## src/hw/pmd_lock_pkg.sv

```systemverilog
// package: offsets, field positions, reset values and keys for the peripheral-disable write lock
package pmd_lock_pkg;

    // ----------------------------------------------------------------
    // bus geometry
    // ----------------------------------------------------------------
    localparam int unsigned ADDR_W    = 16;  // byte address width seen by the block
    localparam int unsigned DATA_W    = 32;  // apb data width
    localparam int unsigned PMD_COUNT = 4;   // number of peripheral-disable registers

    // ----------------------------------------------------------------
    // register byte offsets
    // ----------------------------------------------------------------
    localparam logic [15:0] OFS_SYSTEM_CONFIG_CONTROL = 16'h0000;  // lock bit lives here
    localparam logic [15:0] OFS_SYSTEM_KEY            = 16'h0004;  // unlock key writes
    localparam logic [15:0] OFS_PMD_BASE              = 16'h0010;  // first peripheral-disable register
    localparam logic [15:0] OFS_CONFIG_WORD_THREE     = 16'hffc0;  // read-only configuration word

    // ----------------------------------------------------------------
    // field positions
    // ----------------------------------------------------------------
    localparam int unsigned LOCK_BIT    = 12;  // peripheral_disable_lock in system_config_control
    localparam int unsigned ONE_WAY_BIT = 28;  // lock_one_way_select in config_word_three

    // ----------------------------------------------------------------
    // reset values
    // ----------------------------------------------------------------
    localparam logic        LOCK_RESET = 1'b0;          // writes allowed after reset
    localparam logic [31:0] PMD_RESET  = 32'h0000_0000; // all peripherals enabled
    localparam logic [31:0] CFG_RESET  = 32'h0000_0000; // synchroniser contents at reset

    // ----------------------------------------------------------------
    // unlock keys (values are arbitrary)
    // ----------------------------------------------------------------
    localparam logic [31:0] UNLOCK_KEY_FIRST  = 32'h1357_9bdf;
    localparam logic [31:0] UNLOCK_KEY_SECOND = 32'h2468_ace0;

    // unlock sequencer states
    typedef enum logic [1:0] {
        SEQ_IDLE,
        SEQ_GOT_FIRST,
        SEQ_ARMED
    } unlock_state_e;

endpackage : pmd_lock_pkg

```

## src/hw/unlock_if.sv

```systemverilog
// interface: bus events into the unlock sequencer and its armed flag back
`timescale 1ns/1ps
interface unlock_if;
    logic        key_wr;    // one-cycle: accepted write to the key register
    logic        other_wr;  // one-cycle: accepted write anywhere else
    logic [31:0] wdata;     // data of the key write
    logic        block;     // level: sequence must not run
    logic        armed;     // level: next write may change the lock

    modport seq (input key_wr, input other_wr, input wdata, input block, output armed);
    modport ctl (output key_wr, output other_wr, output wdata, output block, input armed);
endinterface : unlock_if

```

## src/hw/peripheral_disable_write_lock.sv

```systemverilog
// module: apb register bank with write-protected peripheral-disable registers
`timescale 1ns/1ps
module peripheral_disable_write_lock (
    input  wire logic         i_clock,                     // 40 mhz peripheral bus clock
    input  wire logic         i_rst,                       // synchronous, active high
    input  wire logic [15:0]  i_paddr,                     // apb byte address
    input  wire logic         i_psel,                      // apb select
    input  wire logic         i_penable,                   // apb access phase
    input  wire logic         i_pwrite,                    // apb direction, high = write
    input  wire logic [31:0]  i_pwdata,                    // apb write data
    input  wire logic [31:0]  i_config_word_three,         // nonvolatile configuration word
    output logic      [31:0]  o_prdata,                    // apb read data
    output logic              o_pready,                    // apb ready
    output logic              o_pslverr,                   // apb error, never raised
    output logic      [127:0] o_peripheral_disable_regs,   // four disable words, lowest first
    output logic              o_peripheral_disable_lock    // current lock bit
);

    // ----------------------------------------------------------------
    // decode helpers
    // ----------------------------------------------------------------

    // true when the address falls on a peripheral-disable register
    function automatic logic pmd_hit(input logic [15:0] addr);
        pmd_hit = (addr[15:4] == pmd_lock_pkg::OFS_PMD_BASE[15:4]) && (addr[1:0] == 2'h0);
    endfunction : pmd_hit

    // index of the peripheral-disable register
    function automatic logic [1:0] pmd_idx(input logic [15:0] addr);
        pmd_idx = addr[3:2];
    endfunction : pmd_idx

    // ----------------------------------------------------------------
    // configuration word synchroniser
    // ----------------------------------------------------------------
    logic [31:0] cfg_meta_q;  // first stage, read only by the second
    logic [31:0] cfg_sync_q;  // safe copy of the configuration word

    // two flops for a quasi-static level from outside the clock domain
    always_ff @(posedge i_clock) begin
        if (i_rst) begin
            cfg_meta_q <= pmd_lock_pkg::CFG_RESET;
            cfg_sync_q <= pmd_lock_pkg::CFG_RESET;
        end else begin
            cfg_meta_q <= i_config_word_three;
            cfg_sync_q <= cfg_meta_q;
        end
    end

    logic one_way;  // lock_one_way_select
    assign one_way = cfg_sync_q[pmd_lock_pkg::ONE_WAY_BIT];

    // ----------------------------------------------------------------
    // apb handshake
    // ----------------------------------------------------------------
    localparam int unsigned PMD_LOCK_N = pmd_lock_pkg::PMD_COUNT;  // disable words held here

    logic        ready_q;   // ready, high for one access cycle
    logic        ready_d;
    logic [31:0] prdata_q;  // read data held for the master
    logic [31:0] prdata_d;
    logic        err_q;     // slave error flop
    logic        err_d;
    logic        access;    // access phase present
    logic        fire;      // transfer completes at this edge
    logic        fire_wr;   // write completes at this edge
    logic        lock_q;    // peripheral_disable_lock
    logic        lock_d;
    logic [PMD_LOCK_N-1:0][31:0] pmd_q;  // peripheral_disable_regs
    logic [PMD_LOCK_N-1:0][31:0] pmd_d;

    assign access  = i_psel && i_penable;
    assign fire    = access && ready_q;
    assign fire_wr = fire && i_pwrite;

    // read multiplexer; unmapped and write-only addresses read zero
    function automatic logic [31:0] read_mux(input logic [15:0] addr, input logic lock,
                                             input logic [31:0] cfg,
                                             input logic [PMD_LOCK_N-1:0][31:0] pmd);
        read_mux = 32'h0000_0000;
        if (addr == pmd_lock_pkg::OFS_SYSTEM_CONFIG_CONTROL) begin
            read_mux[pmd_lock_pkg::LOCK_BIT] = lock;
        end else if (addr == pmd_lock_pkg::OFS_CONFIG_WORD_THREE) begin
            read_mux = cfg;
        end else if (pmd_hit(addr)) begin
            read_mux = pmd[pmd_idx(addr)];
        end
    endfunction : read_mux

    // one wait state: ready rises in the second access cycle
    always_comb begin
        ready_d  = access && !ready_q;
        prdata_d = prdata_q;
        err_d    = 1'b0;  // every access completes without error
        if (access && !ready_q) begin
            prdata_d = read_mux(i_paddr, lock_q, cfg_sync_q, pmd_q);
        end
    end

    // handshake registers
    always_ff @(posedge i_clock) begin
        if (i_rst) begin
            ready_q  <= 1'b0;
            prdata_q <= 32'h0000_0000;
            err_q    <= 1'b0;
        end else begin
            ready_q  <= ready_d;
            prdata_q <= prdata_d;
            err_q    <= err_d;
        end
    end

    // ----------------------------------------------------------------
    // unlock sequencer
    // ----------------------------------------------------------------
    unlock_if seq_bus ();

    logic key_wr;  // accepted write to the key register
    assign key_wr           = fire_wr && (i_paddr == pmd_lock_pkg::OFS_SYSTEM_KEY);
    assign seq_bus.key_wr   = key_wr;
    assign seq_bus.other_wr = fire_wr && !key_wr;
    assign seq_bus.wdata    = i_pwdata;
    assign seq_bus.block    = one_way && lock_q;

    unlock_sequencer u_seq (
        .i_clock (i_clock),
        .i_rst   (i_rst),
        .bus     (seq_bus)
    );

    // ----------------------------------------------------------------
    // lock bit and protected registers
    // ----------------------------------------------------------------
    logic wr_ctrl;  // accepted write to system_config_control
    assign wr_ctrl = fire_wr && (i_paddr == pmd_lock_pkg::OFS_SYSTEM_CONFIG_CONTROL);

    // next values of the lock and the disable words
    always_comb begin
        lock_d = lock_q;
        pmd_d  = pmd_q;
        if (wr_ctrl && seq_bus.armed) begin
            // only the write right after a full sequence counts
            if (!(one_way && lock_q)) begin
                lock_d = i_pwdata[pmd_lock_pkg::LOCK_BIT];
            end
        end
        if (fire_wr && pmd_hit(i_paddr) && !lock_q) begin
            pmd_d[pmd_idx(i_paddr)] = i_pwdata;  // locked writes are dropped quietly
        end
    end

    // only a reset frees a stuck lock
    always_ff @(posedge i_clock) begin
        if (i_rst) begin
            lock_q <= pmd_lock_pkg::LOCK_RESET;
            pmd_q  <= {PMD_LOCK_N{pmd_lock_pkg::PMD_RESET}};
        end else begin
            lock_q <= lock_d;
            pmd_q  <= pmd_d;
        end
    end

    // ----------------------------------------------------------------
    // outputs
    // ----------------------------------------------------------------
    assign o_prdata                  = prdata_q;
    assign o_pready                  = ready_q;
    assign o_pslverr                 = err_q;
    assign o_peripheral_disable_regs = pmd_q;
    assign o_peripheral_disable_lock = lock_q;

    logic       pmd_wr_hit;  // helper: write lands on a disable word
    logic [1:0] pmd_wr_idx;  // helper: its index
    assign pmd_wr_hit = fire_wr && pmd_hit(i_paddr);
    assign pmd_wr_idx = pmd_idx(i_paddr);
endmodule : peripheral_disable_write_lock

```

## src/hw/unlock_sequencer.sv

```systemverilog
// module: key sequence tracker that arms a single lock-bit change
`timescale 1ns/1ps
module unlock_sequencer (
    input  wire logic i_clock,  // 40 mhz bus clock
    input  wire logic i_rst,    // synchronous, active high
    unlock_if.seq     bus       // events in, armed out
);

    // ----------------------------------------------------------------
    // state
    // ----------------------------------------------------------------
    pmd_lock_pkg::unlock_state_e state_q;  // current step of the sequence
    pmd_lock_pkg::unlock_state_e state_d;  // next step

    // next-state logic: two keys in a row arm, any later write disarms
    always_comb begin
        state_d = state_q;
        if (bus.block) begin
            // one-way lock held: the procedure never executes
            state_d = pmd_lock_pkg::SEQ_IDLE;
        end else begin
            unique case (state_q)
                pmd_lock_pkg::SEQ_IDLE: begin
                    if (bus.key_wr && bus.wdata == pmd_lock_pkg::UNLOCK_KEY_FIRST) begin
                        state_d = pmd_lock_pkg::SEQ_GOT_FIRST;
                    end
                end
                pmd_lock_pkg::SEQ_GOT_FIRST: begin
                    if (bus.key_wr && bus.wdata == pmd_lock_pkg::UNLOCK_KEY_SECOND) begin
                        state_d = pmd_lock_pkg::SEQ_ARMED;
                    end else if (bus.key_wr || bus.other_wr) begin
                        state_d = pmd_lock_pkg::SEQ_IDLE;   // wrong order restarts
                    end
                end
                pmd_lock_pkg::SEQ_ARMED: begin
                    if (bus.key_wr || bus.other_wr) begin
                        state_d = pmd_lock_pkg::SEQ_IDLE;   // only one write may use it
                    end
                end
            endcase
        end
    end

    // state register
    always_ff @(posedge i_clock) begin
        if (i_rst) begin
            state_q <= pmd_lock_pkg::SEQ_IDLE;
        end else begin
            state_q <= state_d;
        end
    end

    assign bus.armed = (state_q == pmd_lock_pkg::SEQ_ARMED);

endmodule : unlock_sequencer

```

## config.mk

```make
export PLATFORM = sky130hd
export DESIGN_NAME = peripheral_disable_write_lock
export DESIGN_NICKNAME = d
export VERILOG_FILES = /design/src/hw/pmd_lock_pkg.sv /design/src/hw/unlock_if.sv /design/src/hw/peripheral_disable_write_lock.sv /design/src/hw/unlock_sequencer.sv
export SDC_FILE = /design/constraint.sdc
export NUM_CORES = 1
export LEC_CHECK = 0
export ABC_AREA = 1
export BUFFER_PORTS_ARGS = -buffer_cell sky130_fd_sc_hd__clkbuf_2
export CAP_MARGIN = 20
export CORE_AREA = 2 2 141 143
export CTS_CLUSTER_SIZE = 30
export DETAILED_ROUTE_END_ITERATION = 16
export DIE_AREA = 0 0 143 145
export PLACE_DENSITY_LB_ADDON = 0.15
export REMOVE_ABC_BUFFERS = 1
export SETUP_SLACK_MARGIN = 0.02
export SYNTH_ARGS = -nofsm -noshare
export SYNTH_HDL_FRONTEND = slang
export SYNTH_HIERARCHICAL = 1
export SYNTH_SLANG_ARGS = --single-unit
```

## constraint.sdc

```tcl
create_clock -name i_clock -period 2.1 [get_ports i_clock]
set_input_delay 0.42 -clock i_clock [delete_from_list [all_inputs] [get_ports i_clock]]
set_output_delay 0.42 -clock i_clock [all_outputs]
set_load 0.05 [all_outputs]
```

Word-level counts from Yosys, hierarchy flattened
Cells that the tools add are included.
{"block": "word_totals", "elab_cells": 59, "ff_bits": 228, "out_inout_bits": 163, "in_bits": 85}
{"block": "op_classes", "reduce_logical": 24, "eq_ne": 8, "n_bitwise": 1, "mux": 14, "magnitude_cmp": 2}
{"op": "bitwise mux 128 bit", "n": 1}
{"op": "2-to-1 mux 32 bit", "n": 4}
{"op": "binary-select mux 32 bit (select 2 bit)", "n": 1}
{"op": "demux 32 bit (select 2 bit)", "n": 1}
{"op": "== test 32 x 29 -> 1 bit, second input constant", "n": 1}
{"op": "== test 32 x 30 -> 1 bit, second input constant", "n": 1}
{"op": "2-to-1 mux 19 bit", "n": 1}
{"op": "== test 16 bit, second input constant", "n": 1}
{"op": "== test 16 x 3 -> 1 bit, second input constant", "n": 1}
{"op": "zero test 16 bit", "n": 1}
{"op": "logical AND 1 bit", "n": 15}
{"op": "== test 12 x 1 -> 1 bit, second input constant", "n": 1}
{"op": "2-to-1 mux 12 bit", "n": 1}
{"op": "2-to-1 mux 2 bit", "n": 3}
{"op": "case mux 2 bit (3 select lines)", "n": 1}
{"op": "zero test 2 bit", "n": 2}
{"op": "zero test 1 bit", "n": 3}
{"op": "less-than comparator 2 x 3 -> 1 bit, second input constant", "n": 1}
{"op": "== test 2 x 1 -> 1 bit, second input constant", "n": 1}
{"op": "== test 2 bit, second input constant", "n": 1}
{"op": ">= comparator 2 x 1 -> 1 bit, second input constant", "n": 1}
{"op": "inequality test 2 x 1 -> 1 bit, second input constant", "n": 1}
{"op": "AND reduction 2 bit", "n": 1}
{"op": "OR reduction 2 bit", "n": 1}
{"op": "3 further kinds", "n": 3}

Depth between registers and ports, before layout
Gate-level depths: netlist of run 1.
{"block": "logic_depth", "depth_word": 10, "depth_mapped": 13, "depth_no_buf": 13}

By module
The synthesis of run 1 kept the hierarchy.
{"module": "peripheral_disable_write_lock", "cells_per_inst": 1522, "area_each_um2": 9774.4, "instances": 1, "seq_area_each_um2": 4524.3}
{"module": "unlock_sequencer", "cells_per_inst": 92, "area_each_um2": 461.7, "instances": 1, "seq_area_each_um2": 40.0}

Worst setup path after synthesis of run 1
Ideal clock, no wire load.
{"block": "synth_timing", "path_type": "reg2reg", "startpoint": "reg ready_q, in the netlist o_pready", "endpoint": "reg u_seq.state_q[1]", "arrival_ns": 1.984, "path_slack_ns": 0.050, "path_stages_with_launch": 11, "required_ns": 2.034, "n_path_buf": 0, "period_less_slack_ns": 2.050, "setup_time_ns": 0.066, "cell_sequence": "dfxtp_1 nand4_1 nor4_1 nand2_1 nor2_1 nand2_1 nor2_2 nand3_2 nand2_2 nand3_2 a21oi_2"}
{"block": "synth_via", "elab_chain_cells": 9, "elab_cells_between_ends": 12, "cone_classes": "eq/ne (1); mux (3); reduce/logical (8)"}
{"element": "start, declared", "line": "peripheral_disable_write_lock.sv:58", "text": "logic ready_q;"}
{"element": "start signal, assigned", "line": "peripheral_disable_write_lock.sv:107", "text": "ready_q <= ready_d;"}
{"element": "logical AND 1 bit (*)", "line": "peripheral_disable_write_lock.sv:73", "text": "assign fire = access && ready_q;"}
{"element": "logical AND 1 bit (*)", "line": "peripheral_disable_write_lock.sv:74", "text": "assign fire_wr = fire && i_pwrite;"}
{"element": "logical AND 1 bit (*)", "line": "peripheral_disable_write_lock.sv:119", "text": "assign key_wr = fire_wr && (i_paddr == pmd_lock_pkg::OFS_SYSTEM_KEY);"}
{"element": "named net key_wr", "line": "peripheral_disable_write_lock.sv:118", "text": "logic key_wr;"}
{"element": "zero test 1 bit", "line": "peripheral_disable_write_lock.sv:121", "text": "assign seq_bus.other_wr = fire_wr && !key_wr;"}
{"element": "logical AND 1 bit", "line": "peripheral_disable_write_lock.sv:121"}
{"element": "logical OR 1 bit", "line": "unlock_sequencer.sv:31, unlock_sequencer.sv:36"}
{"element": "2-to-1 mux 2 bit"}
{"element": "2-to-1 mux 2 bit", "line": "unlock_sequencer.sv:29", "text": "if (bus.key_wr && bus.wdata == pmd_lock_pkg::UNLOCK_KEY_SECOND) begin"}
{"element": "case mux 2 bit (3 select lines)", "line": "unlock_sequencer.sv:22", "text": "unique case (state_q)"}
{"element": "end signal, assigned", "line": "unlock_sequencer.sv:47", "text": "state_q <= pmd_lock_pkg::SEQ_IDLE;"}
{"element": "end signal, assigned", "line": "unlock_sequencer.sv:49", "text": "state_q <= state_d;"}
{"element": "end, declared", "line": "unlock_sequencer.sv:12", "text": "pmd_lock_pkg::unlock_state_e state_q;"}
Mark *: on every way through the listed nets, which the timed path passes. The rest lies on a longest branch.
A chain may end at the register's enable or synchronous reset.

Worst setup path after layout of run 1
Same ends and word-level chain as after synthesis.

==> results.ini, run 1 <==
[pwr]
ir_worst_vdd_mv=0.657
internal_power_uw=7220
pwr-share-seq=0.472
power.switching_uw=2100
power_switching_share=0.226
p_leak_uw=0.00685
comb_power_share=0.050
fin_total_pwr_uw=9320
power_density_relative_to_cell_area_mw_per_mm2=741
p_clk_frac=0.479

[sta]
finalHoldViolations=0
finalCritPeriodShare=0.864
clock_skews_ps=9.77
timing_worst_slew_pin_value_ps=504
slew-limit-headroom=0.664
rsz_0062_raised_after_global_routing=no
final-max-slew-violation-count=0
fin_crit_ps=1810
timing.fmax_ghz=0.551
setup-violations-final=0
final_hold_slack_ps=85.4

[drt]
ant_nets=0
drc=0
detail_route.wl_per_cell_um=14.3
avgViaCountPerCell=4.84
routed-via-count=10200
drt_iter0_markers=571
detail_route.first_pass.iterations=7
overall_routed_net_length_um=30200

[global_route]
number_of_global_route_vias_before_repair=9192
grt_first_pass_wirelength_um=46900
globalRouteOverflowTotal=0
initial_antenna_violation_count=1
globalRouteTotalUtil=0.284
grt_start_max_net_pins=99

[cts]
post-cts-setup-buffer-count=0
resized_cells_post_cts=0
clock_slew_at_reported_path_ffs_ps=60
cts_htree_levels=1
clock-root-buffer=sky130_fd_sc_hd__clkbuf_16
post_cts_hold_buffer_count=0
clockBufferDepth=3
cts.sinks=228
cts_inserted_buffers=24
insertion_delay_ps=520
tritoncts=yes

[logic_synthesis]
proportion_of_netlist_area_held_by_the_largest_area_contributor=0.446
syn-cell-area_sq_mm=0.0102
synthArstFlopShare=0
synth_area_in_compound_gates=0.0196
yosysWarnings=6
synth_adder_area_share=0.00367
netlist-cell-type-count=32
synth_top_family_by_area=simple AND/OR/NAND/NOR gates
synthDominantAreaCellType=sky130_fd_sc_hd__dfxtp_1
synth-seq-cells=228
muxShareOfSynthArea=0
synth_xor_xnor_area_share=0
synthSimpleGateAreaFrac=0.404
synthesis.area_per_instance_sq_um=6.34
synth_enable_flop_cells=0
synthesis.instances=1614
ys_top_cells_by_area=sky130_fd_sc_hd__dfxtp_1 45%, sky130_fd_sc_hd__nand2_1 17%, sky130_fd_sc_hd__nor2_1 15%
sequential_share_of_the_synthesized_area=0.446
leading_register_cell_type_out_of_synthesis=sky130_fd_sc_hd__dfxtp_1

[finish]
finalCoreUtilization=0.655
final_net_count=1920
diodes=0
area_grow_syn2layout_pct=22.8
drive_gt1_frac=0.183

[die]
initial_core_util=0.533
die_width_um=143
pin_count=248
placement_row_count=51
die_height_um=145
die_area_sq_mm=0.0207
fp.coreArea_sq_mm=0.0192

[run_status]
run_status=finished clean

[worst_setup_path]
worstSetupPathType=reg -> reg
worst-path-max-fanout=4
cp-start-kind=flop
worst_ep_required_time_ps=2550
worst_setup_path_end_kind=flop
crit_arrival_ps=2270

[place]
place.detailed.hpwl_um=20100
portBuffers=246
finalWeightedCongestion=0.817

[run]
drv_cap=0

[min_path]
hold_path_class=in -> reg

metal layers:
metal	track usage	wire (um)	vias to the layer above
li1	-	-	5212
met1	0.374	12700	4558
met2	0.461	13800	376
met3	0.0515	2500	79
met4	0.111	1170	2
met5	0	13	-
worst max-delay path, stage by stage, from the launching register on:
cell	delay (ps)
sky130_fd_sc_hd__dfxtp_1	350
sky130_fd_sc_hd__nand4_1	180
sky130_fd_sc_hd__nor4_1	320
sky130_fd_sc_hd__buf_4	180
sky130_fd_sc_hd__nand2_1	50
sky130_fd_sc_hd__nor2_1	120
sky130_fd_sc_hd__nand2_1	80
sky130_fd_sc_hd__nor2_2	90
sky130_fd_sc_hd__nand3_2	90
sky130_fd_sc_hd__nand2_2	90
sky130_fd_sc_hd__nand3_2	80
sky130_fd_sc_hd__a21oi_2	110
placed cells by master, fill, tap and decap left out, types with 2 or more instances in the layout:
cell	Yosys	routed
sky130_fd_sc_hd__nand3b_1	5	5
sky130_fd_sc_hd__a21oi_2	2	2
sky130_fd_sc_hd__nand2_1	468	468
sky130_fd_sc_hd__clkinv_2	0	4
sky130_fd_sc_hd__nand3_2	3	3
sky130_fd_sc_hd__inv_1	223	222
sky130_fd_sc_hd__buf_12	0	8
sky130_fd_sc_hd__clkbuf_2	1	245
sky130_fd_sc_hd__a21oi_1	33	32
sky130_fd_sc_hd__dfxtp_1	228	228
sky130_fd_sc_hd__nor2_1	411	410
sky130_fd_sc_hd__clkinv_4	0	2
sky130_fd_sc_hd__nand2_2	2	2
sky130_fd_sc_hd__nor2_4	2	4
sky130_fd_sc_hd__nand4_1	16	16
sky130_fd_sc_hd__clkbuf_16	0	25
sky130_fd_sc_hd__nand3_1	114	114
sky130_fd_sc_hd__clkbuf_1	39	2
sky130_fd_sc_hd__bufinv_16	0	2
sky130_fd_sc_hd__ha_1	3	3
sky130_fd_sc_hd__clkinv_1	2	2
sky130_fd_sc_hd__buf_4	5	26
sky130_fd_sc_hd__nor3_1	3	3
sky130_fd_sc_hd__clkbuf_8	0	8
path summary, 6_finish.rpt:
check                               start          endpoint  slack [ps]  depth (start not counted)
setup / recovery                 o_pready  u_seq/state_q[1]         290                         11
hold / removal    i_config_word_three[20]    cfg_meta_q[20]          90                          3
setup reg to reg                 o_pready  u_seq/state_q[1]         290                         11
hold reg to reg            cfg_meta_q[16]    cfg_sync_q[16]         400                          2
Yosys cell counts, drive strengths merged, types with 2 or more instances:
cell,instances
a21oi,35
and2,2
buf,47
clkbuf,40
clkinv,2
dfxtp,228
ha,3
inv,224
nand2,470
nand3,117
nand3b,5
nand4,16
nor2,415
nor3,3
o21ai,2
or2,2
flip-flops by register name, summed over array words and instances, names as in the netlist:
| name | flops |
|---|---|
| cfg_sync_q | 32 |
| u_seq/state_q | 2 |
| o_peripheral_disable_lock | 1 |
| cfg_meta_q | 32 |
| o_prdata | 32 |
| o_peripheral_disable_regs | 128 |
| o_pready | 1 |
logic make-up after synthesis:
family          Yosys count
buf+inv                 313
flops                   228
compound gates           38
other cells               1
fa+ha+maj                 3
simple gates           1031
area by class of cell:
cell class | instances | area, sq um
Fill cell | 1789 | 6630
Sequential cell | 228 | 4560
Multi-Input combinational cell | 1073 | 4400
Timing Repair Buffer | 279 | 1580
Inverter | 226 | 851
Clock buffer | 35 | 743
Tap cell | 265 | 332
Clock inverter | 9 | 105
per-stage QoR:
stage | TNS, ps | area [sq um] | std cells | setup slack (ps)
final | 0 | 12600 | 2115 | 286
after global routing | 0 | 12600 | 2115 | 133
after CTS | 0 | 12600 | 2115 | 279
after detailed placement | 0 | 11700 | 2071 | 4.82
after global placement | 0 | 11700 | 2071 | 77.6
after floorplan | -152070 | 9790 | 1527 | -1120
power groups by stage:
stage               Sequential, uW  Clock, uW  Combinational, uW
global route                  4400       4700                506
floorplan                     4490          0                149
CTS                           4400       4530                461
detailed placement            4490          0                459
global placement              4490          0                454
finish                        4400       4460                464
Power figures use the tool's default switching activity.
==> run 2, diff against run 1 <==
--- a/config.mk
+++ b/config.mk
@@ -5,13 +5,12 @@
 export SDC_FILE = /design/constraint.sdc
 export NUM_CORES = 1
 export LEC_CHECK = 0
-export ABC_AREA = 1
-export BUFFER_PORTS_ARGS = -buffer_cell sky130_fd_sc_hd__clkbuf_2
+export BUFFER_PORTS_ARGS = -buffer_cell sky130_fd_sc_hd__buf_2
 export CAP_MARGIN = 20
-export CORE_AREA = 2 2 141 143
+export CORE_AREA = 2 2 136 138
 export CTS_CLUSTER_SIZE = 30
 export DETAILED_ROUTE_END_ITERATION = 16
-export DIE_AREA = 0 0 143 145
+export DIE_AREA = 0 0 138 140
 export PLACE_DENSITY_LB_ADDON = 0.15
 export REMOVE_ABC_BUFFERS = 1
 export SETUP_SLACK_MARGIN = 0.02
==> run 2 against run 1 <==
Total power is 5.0% lower. Routed wire length is 1.8% lower. Cell count is 31% lower. Register-to-register slack worse by 110 ps. Combinational power is 4.3% higher. Sequential share of layout area is 2.7 points higher. Critical endpoint is now u_seq/state_q[0]. Count of clock-buffer cells in the layout stayed put. Setup slack worse by 240 ps. Sequential cell count stayed put. Largest power group is now sequential cells. Critical path type is now in -> reg. First-iteration DRC count is 18% higher. Synthesized area is 9.0% lower.
==> results.ini, run 2 <==
[drt]
overall_routed_net_length_um=29700  ; -1.8%
routed-via-count=8809  ; -14%
ant_nets=0  ; unchanged
detail_route.first_pass.iterations=5  ; -2
drt_iter0_markers=675  ; +18%
drc=0  ; unchanged
avgViaCountPerCell=6.07  ; +25%
detail_route.wl_per_cell_um=20.4  ; +43%

[global_route]
globalRouteOverflowTotal=0  ; unchanged
globalRouteTotalUtil=0.294  ; +0.00949
initial_antenna_violation_count=1  ; unchanged
top_usage_layer=met2
grt_use_met3=0.0609  ; +0.00937
global_route.usage.met1=0.389  ; +0.0144
number_of_global_route_vias_before_repair=8307  ; -9.6%
global_route_met2_utilization=0.495  ; +0.0335
grt_first_pass_wirelength_um=46400  ; -1.1%
grt_start_max_net_pins=148  ; +49%

[run_status]
run_status=finished clean

[sta]
rsz_0062_raised_after_global_routing=yes
slew-limit-headroom=0.544  ; -0.120
finalCritPeriodShare=0.978  ; +0.114
timing.fmax_ghz=0.487  ; -12%
final_hold_slack_ps=102  ; +16.5 ps
finalHoldViolations=0  ; unchanged
timing_worst_slew_pin_value_ps=684  ; +181 ps
final-max-slew-violation-count=0  ; unchanged
setup-violations-final=0  ; unchanged
fin_crit_ps=2050  ; +240 ps
clock_skews_ps=12.1  ; +2.33 ps

[logic_synthesis]
synth_enable_flop_cells=0  ; unchanged
sequential_share_of_the_synthesized_area=0.490  ; +0.0443
synthesis.area_per_instance_sq_um=9.43  ; +49%
proportion_of_netlist_area_held_by_the_largest_area_contributor=0.490  ; +0.0443
synth-seq-cells=228  ; unchanged
synthesis.instances=987  ; -39%
ys_top_cells_by_area=sky130_fd_sc_hd__dfxtp_1 49%, sky130_fd_sc_hd__o21ai_1 8.6%, sky130_fd_sc_hd__mux4_2 7.7%
yosysWarnings=6  ; unchanged
synthArstFlopShare=0  ; unchanged
syn-cell-area_sq_mm=0.00931  ; -9.0%
synthTopCellsByCount=228 x sky130_fd_sc_hd__dfxtp_1, 160 x sky130_fd_sc_hd__o21ai_1, 128 x sky130_fd_sc_hd__a21oi_1
synthMostInstantiatedCell=sky130_fd_sc_hd__dfxtp_1
leading_register_cell_type_out_of_synthesis=sky130_fd_sc_hd__dfxtp_1
synthDominantAreaCellType=sky130_fd_sc_hd__dfxtp_1
netlist-cell-type-count=50  ; +56%

[min_path]
hp-start=i_config_word_three[13]
hold_path_class=in -> reg

[die]
fp.coreArea_sq_mm=0.0178  ; -7.4%
pin_count=248  ; unchanged
initial_core_util=0.524  ; -0.00921
placement_row_count=49  ; -3.9%
die_area_sq_mm=0.0193  ; -6.8%
die_width_um=138  ; -3.5%
die_height_um=140  ; -3.4%

[place]
finalWeightedCongestion=0.808  ; -1.1%
place.detailed.hpwl_um=18700  ; -7.0%
portBuffers=246  ; unchanged

[cts]
cts_htree_levels=1  ; unchanged
cts.sinks=228  ; unchanged
post_cts_hold_buffer_count=0  ; unchanged
clock_slew_at_reported_path_ffs_ps=60  ; about the same
tritoncts=yes
clockBufferDepth=3  ; unchanged
cts_inserted_buffers=24  ; unchanged
clock-root-buffer=sky130_fd_sc_hd__clkbuf_16
insertion_delay_ps=520  ; about the same

[worst_setup_path]
reg2reg_setup_slack_ps=180  ; -110 ps
worst-path-max-fanout=4  ; unchanged
worst_path_max_delay_cell=sky130_fd_sc_hd__or4_4
path_cells=buf_2, or4_4, nor2_1, nand4_1, nor2_1, and4b_1, nand4_2, o31ai_4, nand2_1, a32o_1
crit_buf_inv=1  ; unchanged
cp-start-kind=input pin
cp.depth=10  ; -1
reg_to_reg_endpoint=o_peripheral_disable_regs[84]
endpoint=u_seq/state_q[0]
most_frequent_cell_on_the_critical_path=sky130_fd_sc_hd__nor2_1
worstSetupPathType=in -> reg
worst_ep_required_time_ps=2500  ; -50 ps
origin_of_the_worst_setup_path=i_paddr[7]
crit_arrival_ps=2450  ; +180 ps
regToRegStartpoint=o_pready
worst_setup_path_end_kind=flop
crit_family=simple AND/OR/NAND/NOR gates
cpPeakStageDelay_ps=540  ; +190 ps
worst-r2r-cell-count=6  ; -5

[finish]
layout.cells.most_common=sky130_fd_sc_hd__buf_2
diodes=0  ; unchanged
final_net_count=1295  ; -33%
area_grow_syn2layout_pct=25.8
most-common-layout-cells=244 x sky130_fd_sc_hd__buf_2, 228 x sky130_fd_sc_hd__dfxtp_1, 160 x sky130_fd_sc_hd__o21ai_1
max_ffs_per_register=128  ; unchanged
fill_cells=1491  ; -17%
drive_gt1_frac=0.317  ; +0.135

[pwr]
fin_total_pwr_uw=8860  ; -5.0%
p_clk_frac=0.448  ; -0.031
power.switching_uw=2040  ; -3.2%
power_switching_share=0.230  ; +0.00424
power_density_relative_to_cell_area_mw_per_mm2=756  ; +2.0%
ir_worst_vdd_mv=0.677  ; +3.1%
p_leak_uw=0.00461  ; -33%
comb_power_share=0.055  ; +0.005
pwr-share-seq=0.497  ; +0.025
internal_power_uw=6820  ; -5.5%

[run]
drv_cap=0  ; unchanged

==> run 2: changes by cell type in the layout (fill, tap and decap cells not counted), sizes merged, moves of 93 or more <==
| cell | change |
|---|---|
| inv | -221 |
| o21ai | +160 |
| nor2 | -407 |
| a21oi | +93 |
| clkbuf | -245 |
| buf | +264 |
| nand2 | -433 |
==> run 2: what timing repair did <==
item / CTS / global route
endpoints found under the setup margin: 0 / 2
gates resized for setup: 0 / 1
buffers inserted: 0 / 0
==> run 2: cell type report <==
type / count / area (sq um) / share of cell area
flip-flops and latches: 228 / 4560 / 0.390
clock buffers: 35 / 682 / 0.0582
clock inverters: 7 / 46.3 / 0.00395
inverters: 3 / 11.3 / 0.000962
repair buffers: 298 / 1830 / 0.156
multi-input cells: 652 / 4290 / 0.366
well taps: 229 / 287 / 0.0245
==> run 2: cells by family after synthesis <==
| family | Yosys count | share of synthesized area |
|---|---|---|
| and+or+nand+nor | 287 | 0.184 |
| DFF | 228 | 0.490 |
| other | 1 | 0.000403 |
| adders and majority gates | 3 | 0.00403 |
| buffers and inverters | 107 | 0.0539 |
| AOI/OAI and AO/OA | 328 | 0.189 |
| muxes | 33 | 0.0785 |
==> run 2: how the worst min path moves through the flow <==
stage,endpoint,slack (ps),cells after the start
after detailed placement,cfg_sync_q[8],420,1
after global routing,cfg_meta_q[8],110,2
after global placement,cfg_sync_q[19],420,1
after floorplan,cfg_sync_q[0],410,1
final,cfg_meta_q[13],100,2
after CTS,cfg_meta_q[4],90,2
==> run 2: power groups by stage <==
stage | sequential [uW] | clock [uW] | combinational, uW
after CTS | 4400 | 4010 | 479
final | 4400 | 3970 | 484
after global placement | 4500 | 0 | 471
after detailed placement | 4500 | 0 | 477
after global routing | 4410 | 4170 | 515
after floorplan | 4490 | 0 | 143
==> run 2: metrics by stage <==
| step | util | instance area (sq um) | cells | worst slack (ps) | setup TNS, ps |
|---|---|---|---|---|---|
| 2_1_floorplan | - | 8820 | 883 | -2350 | -334540 |
| 3_3_place_gp | 0.617 | 11000 | 1410 | -433 | -4880 |
| 4_1_cts | 0.658 | 11700 | 1452 | 54.3 | 0 |
| 3_5_place_dp | 0.617 | 11000 | 1410 | -479 | -6180 |
| 5_1_grt | 0.659 | 11700 | 1452 | -23.0 | -23.0 |
| 6_report | 0.659 | 11700 | 1452 | 46.4 | 0 |
==> run 2: per-layer routing <==
layer	vias to the layer above	wire (um)
li1	4092	-
met1	4303	12300
met2	377	14500
met3	37	2350
met4	0	510
met5	-	0
==> run 3, diff against run 2 <==
--- a/config.mk
+++ b/config.mk
@@ -5,12 +5,14 @@
 export SDC_FILE = /design/constraint.sdc
 export NUM_CORES = 1
 export LEC_CHECK = 0
+export ABC_AREA = 1
 export BUFFER_PORTS_ARGS = -buffer_cell sky130_fd_sc_hd__buf_2
 export CAP_MARGIN = 20
-export CORE_AREA = 2 2 136 138
+export CORE_AREA = 2 2 141 143
 export CTS_CLUSTER_SIZE = 30
 export DETAILED_ROUTE_END_ITERATION = 16
-export DIE_AREA = 0 0 138 140
+export DIE_AREA = 0 0 143 145
+export GPL_TIMING_DRIVEN = 0
 export PLACE_DENSITY_LB_ADDON = 0.15
 export REMOVE_ABC_BUFFERS = 1
 export SETUP_SLACK_MARGIN = 0.02
==> run 3 against run 2 <==
Routed wire length up 1.4%. Die area rose by 7.3%. First-iteration DRC count fell by 18%. Clock power rose by 6.5%. Critical endpoint is now o_peripheral_disable_regs[89]. Sequential cell count unchanged. Largest cell class unchanged. Core utilization fell by 0.12 points.
==> results.ini, run 3 (synthesized netlist as in run 1, its figures left out) <==
[cts]
clockBufferDepth=3  ; unchanged
post_cts_hold_buffer_count=0  ; unchanged
clock-root-buffer=sky130_fd_sc_hd__clkbuf_16
insertion_delay_ps=520  ; about the same
tritoncts=yes
cts_htree_levels=1  ; unchanged
clock_slew_at_reported_path_ffs_ps=70  ; about the same
cts.sinks=228  ; unchanged
cts_inserted_buffers=24  ; unchanged

[sta]
timing_worst_slew_pin_value_ps=1190  ; +505 ps
rsz_0062_raised_after_global_routing=no
fin_crit_ps=1900  ; -155 ps
finalCritPeriodShare=0.904  ; -0.0737
clock_skews_ps=8.41  ; -3.69 ps
slew-limit-headroom=0.206  ; -0.338
totalNegativeSetupSlack_ps=0  ; unchanged
finalHoldViolations=0  ; unchanged
final-max-slew-violation-count=0  ; unchanged
final_hold_slack_ps=107  ; +4.76 ps
setup-violations-final=0  ; unchanged
timing.fmax_ghz=0.527  ; +8.2%

[global_route]
initial_antenna_violation_count=0  ; -1
number_of_global_route_vias_before_repair=9066  ; +9.1%
top_usage_layer=met2
global_route_met2_utilization=0.448  ; -0.0465
grt_start_max_net_pins=90  ; -39%
grt_first_pass_wirelength_um=46900  ; +0.90%
global_route.usage.met1=0.373  ; -0.0159
grt_use_met3=0.0634  ; +0.00251
globalRouteTotalUtil=0.283  ; -0.0104
globalRouteOverflowTotal=0  ; unchanged

[run]
drv_cap=0  ; unchanged

[min_path]
hold_path_class=in -> reg
worst_hold_path.endpoint=cfg_meta_q[12]
timing.hold.worst_path_depth=3  ; +1
hp-start=i_config_word_three[12]

[finish]
diodes=0  ; unchanged
fin_area_sq_mm=0.0126  ; +7.8%
drive_gt1_frac=0.181  ; -0.136
max_ffs_per_register=128  ; unchanged
fill_cells=1751  ; +17%
fin_cells=2107  ; +45%
final_net_count=1913  ; +48%
layout.cells.most_common=sky130_fd_sc_hd__nand2_1
area_grow_syn2layout_pct=23.4
most-common-layout-cells=467 x sky130_fd_sc_hd__nand2_1, 409 x sky130_fd_sc_hd__nor2_1, 243 x sky130_fd_sc_hd__buf_2

[die]
initial_core_util=0.533  ; +0.00921
placement_row_count=51  ; +4.1%
pin_count=248  ; unchanged
die_width_um=143  ; +3.6%
fp.coreArea_sq_mm=0.0192  ; +8.0%
die_height_um=145  ; +3.6%
die_area_sq_mm=0.0207  ; +7.3%

[place]
placed_area_sq_mm=0.0117  ; +6.5%
place.detailed.hpwl_um=19600  ; +5.3%
finalWeightedCongestion=0.809  ; +0.15%
portBuffers=246  ; unchanged
dp.cells=2053  ; +46%

[drt]
avgViaCountPerCell=4.82  ; -21%
detail_route.wl_per_cell_um=14.3  ; -30%
ant_nets=0  ; unchanged
drt_iter0_markers=555  ; -18%
routed-via-count=10100  ; +15%
drc=0  ; unchanged
detail_route.first_pass.iterations=5  ; unchanged
overall_routed_net_length_um=30100  ; +1.4%

[worst_setup_path]
worst_ep_required_time_ps=2500  ; about the same
worst_path_max_delay_cell=sky130_fd_sc_hd__buf_6
path_cells=buf_6, clkinv_4, nand2_4, nand3b_1, buf_4, buf_8, nand2_1, nand2_1, nor2_1
crit_arrival_ps=2300  ; -150 ps
cpPeakStageDelay_ps=410  ; -130 ps
regToRegStartpoint=o_pready
worst-r2r-cell-count=8  ; +2
worstSetupPathType=in -> reg
worst-path-max-fanout=51  ; +47
worst_setup_path_end_kind=flop
reg_to_reg_endpoint=o_peripheral_disable_regs[104]
reg2reg_setup_slack_ps=230  ; +50 ps
cp-start-kind=input pin
most_frequent_cell_on_the_critical_path=sky130_fd_sc_hd__nand2_1

[pwr]
power_density_relative_to_cell_area_mw_per_mm2=721  ; -4.7%
p_leak_uw=0.00698  ; +51%
ir_worst_vdd_mv=0.649  ; -4.1%
fin_total_pwr_uw=9100  ; +2.8%

[run_status]
run_status=finished clean

==> run 3: cell types whose count changed in the layout (fill, tap and decap cells not counted), sizes merged, moves of 6 or more <==
cell   before  now
and4        6    0
a21oi     128   35
buf       298  270
mux4       32    0
nand3      65  117
nor2b      65    0
nor2        8  417
o21ai     162    2
inv         3  223
nand4      71   16
a22oi      32    0
nand2      37  470
==> run 3: how the worst max path moves through the flow <==
stage | from | endpoint | slack (ps) | cells after the start
after floorplan | i_paddr[15] | o_peripheral_disable_regs[100] | -1120 | 8
after global placement | i_paddr[2] | o_peripheral_disable_regs[89] | -3280 | 7
after detailed placement | i_paddr[2] | o_peripheral_disable_regs[66] | -2210 | 9
after CTS | i_paddr[2] | o_peripheral_disable_regs[89] | 40 | 9
after global routing | i_paddr[3] | o_prdata[7] | 80 | 8
final | i_paddr[2] | o_peripheral_disable_regs[89] | 200 | 9
==> run 3: layout make-up <==
class / count / area [sq um] / share of cell area
Sequential cell: 228 / 4560 / 0.361
Multi-Input combinational cell: 1075 / 4440 / 0.352
Timing Repair Buffer: 270 / 1630 / 0.129
Inverter: 226 / 861 / 0.0682
Clock buffer: 40 / 782 / 0.0619
Tap cell: 265 / 332 / 0.0263
Clock inverter: 3 / 15.0 / 0.00119
==> run 3: critical path: cells and delay by family <==
family                 cells  cell delay, ps
buffers and inverters      4            1110
and+or+nand+nor            5             740
==> run 3: what timing repair did <==
action	4_1_cts	5_1_grt
resized for setup	10	5
endpoints found under the setup margin	163	58
pin swaps	3	0
gates cloned	2	0
setup buffers	9	0
==> run 3: where the power goes <==
group / internal (uW) / switching, uW / leakage, uW
clock: 2520 / 1710 / 0.000398
combinational: 135 / 336 / 0.00473
sequential: 4380 / 14.3 / 0.00185
==> run 3: routing by layer <==
layer  share of wire  wire [um]
met2            0.45      13600
met5               0          0
met1            0.42      12700
met4           0.040       1210
met3           0.086       2590
==> run 3: stage by stage <==
step / util / worst slack, ps
2_1_floorplan: - / -1120
3_3_place_gp: 0.591 / -3280
3_5_place_dp: 0.608 / -2210
4_1_cts: 0.656 / 38.7
5_1_grt: 0.657 / 80.4
6_report: 0.657 / 201
